$ cat src/rtl/pwr_seq_pkg.sv
// Contract
// - seven states: off, power-down, hard reset, default, idle, transmit, receive
// - on when io supply and enable high
// - in hard reset: drivers off, inputs off, pulls on
// - after reset, unprogrammed: inputs and pulls on
// - no io supply, enable low: fully off
package pwr_seq_pkg;
    typedef enum logic [2:0] {
        ST_OFF,
        ST_POWER_DOWN,
        ST_HARD_RESET,
        ST_DEFAULT,
        ST_IDLE,
        ST_TRANSMIT,
        ST_RECEIVE
    } pwr_state_e;

    localparam int          CLK_HZ          = 40_000_000;
    localparam int          SETTLE_MS       = 5;
    localparam int          SETTLE_CYCLES   = CLK_HZ / 1000 * SETTLE_MS;
    localparam int          PIN_COUNT       = 9;
    localparam logic [2:0]  STATE_RESET     = 3'h0;
endpackage

$ cat src/rtl/pin_sync.sv
`timescale 1ns/100ps
`default_nettype none
module pin_sync #(
    parameter int WIDTH = 1
) (
    input  wire logic             clk,
    input  wire logic             reset_n,
    input  wire logic [WIDTH-1:0] async_in,
    output logic      [WIDTH-1:0] sync_out
);
    typedef struct packed {
        logic [WIDTH-1:0] meta;
        logic [WIDTH-1:0] stable;
    } sync_s;

    sync_s state_q;
    sync_s state_d;

    always_comb begin
        state_d.meta   = async_in;
        state_d.stable = state_q.meta;
    end

    always_ff @(posedge clk or negedge reset_n) begin
        if (!reset_n) begin
            state_q <= '0;
        end else begin
            state_q <= state_d;
        end
    end

    assign sync_out = state_q.stable;
endmodule // pin_sync
`default_nettype wire

$ cat src/rtl/power_state_sequencer.sv
`timescale 1ns/100ps
`default_nettype none
module power_state_sequencer #(
    parameter int PINS = pwr_seq_pkg::PIN_COUNT
) (
    input  wire logic                   clk,
    input  wire logic                   reset_n,
    input  wire logic                   io_supply,
    input  wire logic                   core_power_enable,
    input  wire logic                   active_low_reset_input_n,
    input  wire logic                   fw_configured,
    input  wire logic                   tx_active,
    input  wire logic                   rx_active,
    input  wire logic [PINS-1:0]        fw_out_en,
    input  wire logic [PINS-1:0]        fw_pull_en,
    output logic                        core_supply_on,
    output logic                        core_reset_n,
    output pwr_seq_pkg::pwr_state_e     power_state,
    output logic [PINS-1:0]             pad_out_en,
    output logic [PINS-1:0]             pad_in_en,
    output logic [PINS-1:0]             pad_pull_en
);
    import pwr_seq_pkg::*;

    typedef struct packed {
        pwr_state_e         state;
        logic               supply_on;
        logic               rst_n;
        logic [PINS-1:0]    oe;
        logic [PINS-1:0]    ie;
        logic [PINS-1:0]    pe;
    } seq_s;

    seq_s       state_q;
    seq_s       state_d;
    logic [2:0] pins_sync;
    logic       io_ok;
    logic       en_ok;
    logic       rst_rel;

    // pins come from the board, outside the clock domain
    pin_sync #(
        .WIDTH (3)
    ) u_sync (
        .clk      (clk),
        .reset_n  (reset_n),
        .async_in ({io_supply, core_power_enable, active_low_reset_input_n}),
        .sync_out (pins_sync)
    );

    assign io_ok   = pins_sync[2];
    assign en_ok   = pins_sync[1];
    assign rst_rel = pins_sync[0];

    always_comb begin
        state_d = state_q;
        // enable low overrides everything; reset assumed held with it
        if (!io_ok && !en_ok) begin
            state_d.state = ST_OFF;
        end else if (!en_ok || !io_ok) begin
            state_d.state = ST_POWER_DOWN;
        end else if (!rst_rel) begin
            state_d.state = ST_HARD_RESET;
        end else begin
            case (state_q.state)
                ST_HARD_RESET, ST_POWER_DOWN, ST_OFF: begin
                    state_d.state = ST_DEFAULT;
                end
                ST_DEFAULT: begin
                    if (fw_configured) begin
                        state_d.state = ST_IDLE;
                    end
                end
                ST_IDLE, ST_TRANSMIT, ST_RECEIVE: begin
                    // transmit wins: both active is not expected
                    if (!fw_configured) begin
                        state_d.state = ST_DEFAULT;
                    end else if (tx_active) begin
                        state_d.state = ST_TRANSMIT;
                    end else if (rx_active) begin
                        state_d.state = ST_RECEIVE;
                    end else begin
                        state_d.state = ST_IDLE;
                    end
                end
                default: begin
                    state_d.state = ST_OFF;
                end
            endcase
        end

        state_d.supply_on = 1'b0;
        state_d.rst_n     = 1'b0;
        state_d.oe        = '0;
        state_d.ie        = '0;
        state_d.pe        = '0;
        case (state_d.state)
            ST_HARD_RESET: begin
                state_d.supply_on = 1'b1;
                state_d.pe        = '1;
            end
            ST_DEFAULT: begin
                state_d.supply_on = 1'b1;
                state_d.rst_n     = 1'b1;
                state_d.ie        = '1;
                state_d.pe        = '1;
            end
            ST_IDLE, ST_TRANSMIT, ST_RECEIVE: begin
                state_d.supply_on = 1'b1;
                state_d.rst_n     = 1'b1;
                state_d.oe        = fw_out_en;
                state_d.ie        = ~fw_out_en;
                state_d.pe        = fw_pull_en;
            end
            default: begin
                state_d.supply_on = 1'b0;
            end
        endcase
    end

    always_ff @(posedge clk or negedge reset_n) begin
        if (!reset_n) begin
            state_q <= '{state: ST_OFF, supply_on: 1'b0, rst_n: 1'b0,
                         oe: '0, ie: '0, pe: '0};
        end else begin
            state_q <= state_d;
        end
    end

    assign core_supply_on = state_q.supply_on;
    assign core_reset_n   = state_q.rst_n;
    assign power_state    = state_q.state;
    assign pad_out_en     = state_q.oe;
    assign pad_in_en      = state_q.ie;
    assign pad_pull_en    = state_q.pe;
endmodule // power_state_sequencer
`default_nettype wire

$ cat config.mk
export PLATFORM = sky130hd
export DESIGN_NAME = power_state_sequencer
export DESIGN_NICKNAME = d
export VERILOG_FILES = /design/src/rtl/pwr_seq_pkg.sv /design/src/rtl/pin_sync.sv /design/src/rtl/power_state_sequencer.sv
export SDC_FILE = /design/constraint.sdc
export NUM_CORES = 1
export LEC_CHECK = 0
export ABC_AREA = 0
export BUFFER_PORTS_ARGS = -buffer_cell sky130_fd_sc_hd__buf_2
export CAP_MARGIN = 20
export CORE_ASPECT_RATIO = 0.75
export CORE_MARGIN = 8
export CORE_UTILIZATION = 40
export CTS_CLUSTER_SIZE = 8
export DETAILED_ROUTE_END_ITERATION = 7
export HOLD_SLACK_MARGIN = 0.08
export PLACE_DENSITY = 0.74
export SYNTH_ARGS = -nofsm -noshare
export SYNTH_HDL_FRONTEND = slang
export SYNTH_SLANG_ARGS = --single-unit
$ cat constraint.sdc
create_clock -name clk -period 1.9 [get_ports clk]
set_clock_uncertainty 0.1 [all_clocks]
set_input_delay 0.38 -clock clk [delete_from_list [all_inputs] [get_ports clk]]
set_output_delay 0.38 -clock clk [all_outputs]
set_load 0.02 [all_outputs]
==> flow_summary.toml <==
[timing]
maxSlewViolCount = 0
worst_pin_slew_ns = 0.618
setup_ws_ns = 0.295
hold_viol_final = 0
max_freq_mhz = 623
fin_tns_setup_ns = 0
setup_viol = 0
relSlewSlack_pct = 58.8
finalCriticalPeriod_ns = 1.60
finalCritPeriodShare_pct = 84.5
rsz0062_at_grt = "no"

[power_and_ir_drop]
pwr-share-seq_pct = 56.3
combPwrFrac_pct = 10.9
p_clk_share_pct = 32.8
p_int_mw = 1.15
switchingPower_uw = 369
p_sw_share_pct = 24.3
p_leak_nw = 0.996
p_per_area_nw_per_um2 = 842
irDropWorstVdd_mv = 0.434

[synthesis]
synth_common_cells = "dfrtp_1, nand2_1, and2_1"
synth-seq-cells = 38
synthCells = 110
synthTopCellsByArea = "dfrtp_1, nand2_1, a221oi_1"
synth_most_common_cell = "dfrtp_1"
synth-async-reset-ratio_pct = 100
synthFlopType = "dfrtp_1"
netlist_area_um2 = 1410
synth_edf_count = 0
ys_seq_area_share_pct = 67.6
syn_avg_cell_area_um2 = 12.8
yosys.area.top_type = "dfrtp_1"
synth_top_cell_area_share_pct = 67.6
yosys_warnings = 0
syn-num-nets = 136
synth_cell_types = 25

[floorplan]
ios = 58
core_region_area_um2 = 3330
dieArea_um2 = 5690
die_h_um = 67.4
start_util_pct = 42.2
die_w_um = 84.5
num_rows = 18

[clock_network]
clk_path_buf_depth = 2
path_clk_slew_ns = 0.06
cts_max_level = 2
cts_tree = "done"
cts_buffers = 5
clock-sinks = 38
clk_latency_ns = 0.28
cts_root_buf = "clkbuf_8"

[setup_path]
cp_num_cells = 2
worstPathRequired_ns = 1.42
r2r_cells = 3
arrival_ns = 1.12
slowest_stage = "dfrtp_1"
end_kind = "output port"
crit_chain = "buf_4 > buf_2"
crit_family = "flip-flops"
start_kind = "flop"
crit_path_max_incr_delay_ns = 0.44
worstSetupPathType = "reg2out"
timing.critical_path.buf_inv = 2
crit_path_max_fanout = 11

[layout]
diodes = 0
layout-drive-gt1-share_pct = 39.8
nets = 197
area_growth_pct = 28.4

[route]
drc_errors = 0
vias = 1083
postRouteAntennaNets = 0
drt_wl_total_um = 3370
avgRoutedWirePerCell_um = 16.0
drtPass1Iterations = 4
via_per_inst = 5.13
drt_iter0_markers = 110

[placement]
io_buffers = 57
place_ws_ns = 0.448
dp_hpwl_um = 2440
place.gp.congestion = 0.716

[run_status]
status = "finished, final reports clean"

[global_route]
grt_usage_pct = 13.1
antenna_found_initial = 0
grt_pass1_wl_um = 5650
grt_overflow = 0
grt_max_degree = 30
grt_pass1_vias = 1149

[min_path]
worstHoldPathType = "in2reg"
hold_path_depth = 1

[job]
maxCapViolCount = 0
state kept, by name, summed over array words and instances, names as in the netlist:
name / flops
pad_pull_en: 9
core_reset_n: 1
u_sync.state_d: 3
core_supply_on: 1
u_sync.sync_out: 3
pad_in_en: 9
pad_out_en: 9
power_state: 3
kinds of logic (layout without fill, tap and decap cells):
group	after synthesis	count (layout)	synth area share, %
simple gates	37	37	12.6
flops	38	38	67.6
compound gates	28	28	16.6
buf+inv	6	67	2.58
xor+xnor	1	1	0.622
cell usage in the layout, fill, tap and decap left out:
| master | n |
|---|---|
| a21boi_1 | 1 |
| nor2b_1 | 1 |
| a21boi_2 | 1 |
| dfrtp_1 | 38 |
| buf_4 | 2 |
| a221oi_1 | 9 |
| a41oi_2 | 1 |
| a31oi_1 | 1 |
| o211ai_1 | 1 |
| clkbuf_1 | 2 |
| and3_1 | 1 |
| clkbuf_8 | 5 |
| o31ai_1 | 1 |
| dlygate4sd3_1 | 1 |
| and3b_1 | 1 |
| buf_2 | 57 |
| nand3_1 | 1 |
| xnor2_1 | 1 |
| o21ai_0 | 1 |
| nand2_1 | 22 |
| o21a_1 | 9 |
| a21oi_1 | 1 |
| o2111a_2 | 1 |
| nand2b_1 | 1 |
| and2_1 | 10 |
| o21ai_2 | 1 |
per-layer routing:
layer | up-vias | GRT usage (%) | routed length [µm]
met5 | - | 0 | 0
met4 | 0 | 7.51 | 87
met3 | 9 | 5.09 | 242
met2 | 42 | 21.4 | 1650
met1 | 528 | 14.9 | 1390
li1 | 504 | - | -
through the flow:
stage	util (%)	hold WS, ns	power, mW	cells	cell area (µm²)
finish	54.2	0.103	1.52	211	1810
global route	54.2	0.0929	1.60	211	1810
detailed placement	51.7	0.235	1.04	203	1720
global placement	51.7	0.233	1.03	203	1720
floorplan	-	-0.0156	0.955	110	1410
CTS	54.2	0.0879	1.54	211	1810
worst reg2reg max path, stage by stage, from the launching register on:
cell	delay (ns)
dfrtp_1	0.47
and3b_1	0.25
o2111a_2	0.33
and2_1	0.19
power by group through the flow:
stage	Clock (mW)	Sequential (mW)	Combinational, mW
floorplan	0	0.898	0.0573
global placement	0	0.871	0.159
detailed placement	0	0.872	0.166
CTS	0.513	0.857	0.169
global route	0.556	0.859	0.185
finish	0.498	0.857	0.166
final timing paths:
path	startpoint	to	slack (ns)
setup reg to reg	power_state[1]	pad_out_en[8]	0.44
min in group asynchronous	reset_n	power_state[1]	0.54
hold reg to reg	u_sync.state_d[0]	u_sync.sync_out[0]	0.25
hold / removal	active_low_reset_input_n	u_sync.state_d[0]	0.10
setup / recovery	power_state[2]	power_state[2]	0.30
max in group asynchronous	reset_n	pad_pull_en[2]	0.56
timing repair:
| item | CTS | global route |
|---|---|---|
| hold buffers | 1 | 0 |
| endpoints found under the setup margin | 0 | 0 |
| setup buffers | 0 | 0 |
| hold endpoints to repair | 28 | 0 |
| resized for setup | 0 | 0 |
cell type report:
class	instances	area [µm²]
clock buffer	7	76.3
tap	40	50.0
fill	307	1530
multi-input combinational	66	420
timing repair buffer	60	310
sequential	38	951
No activity file was read; power rests on OpenSTA's default activity.
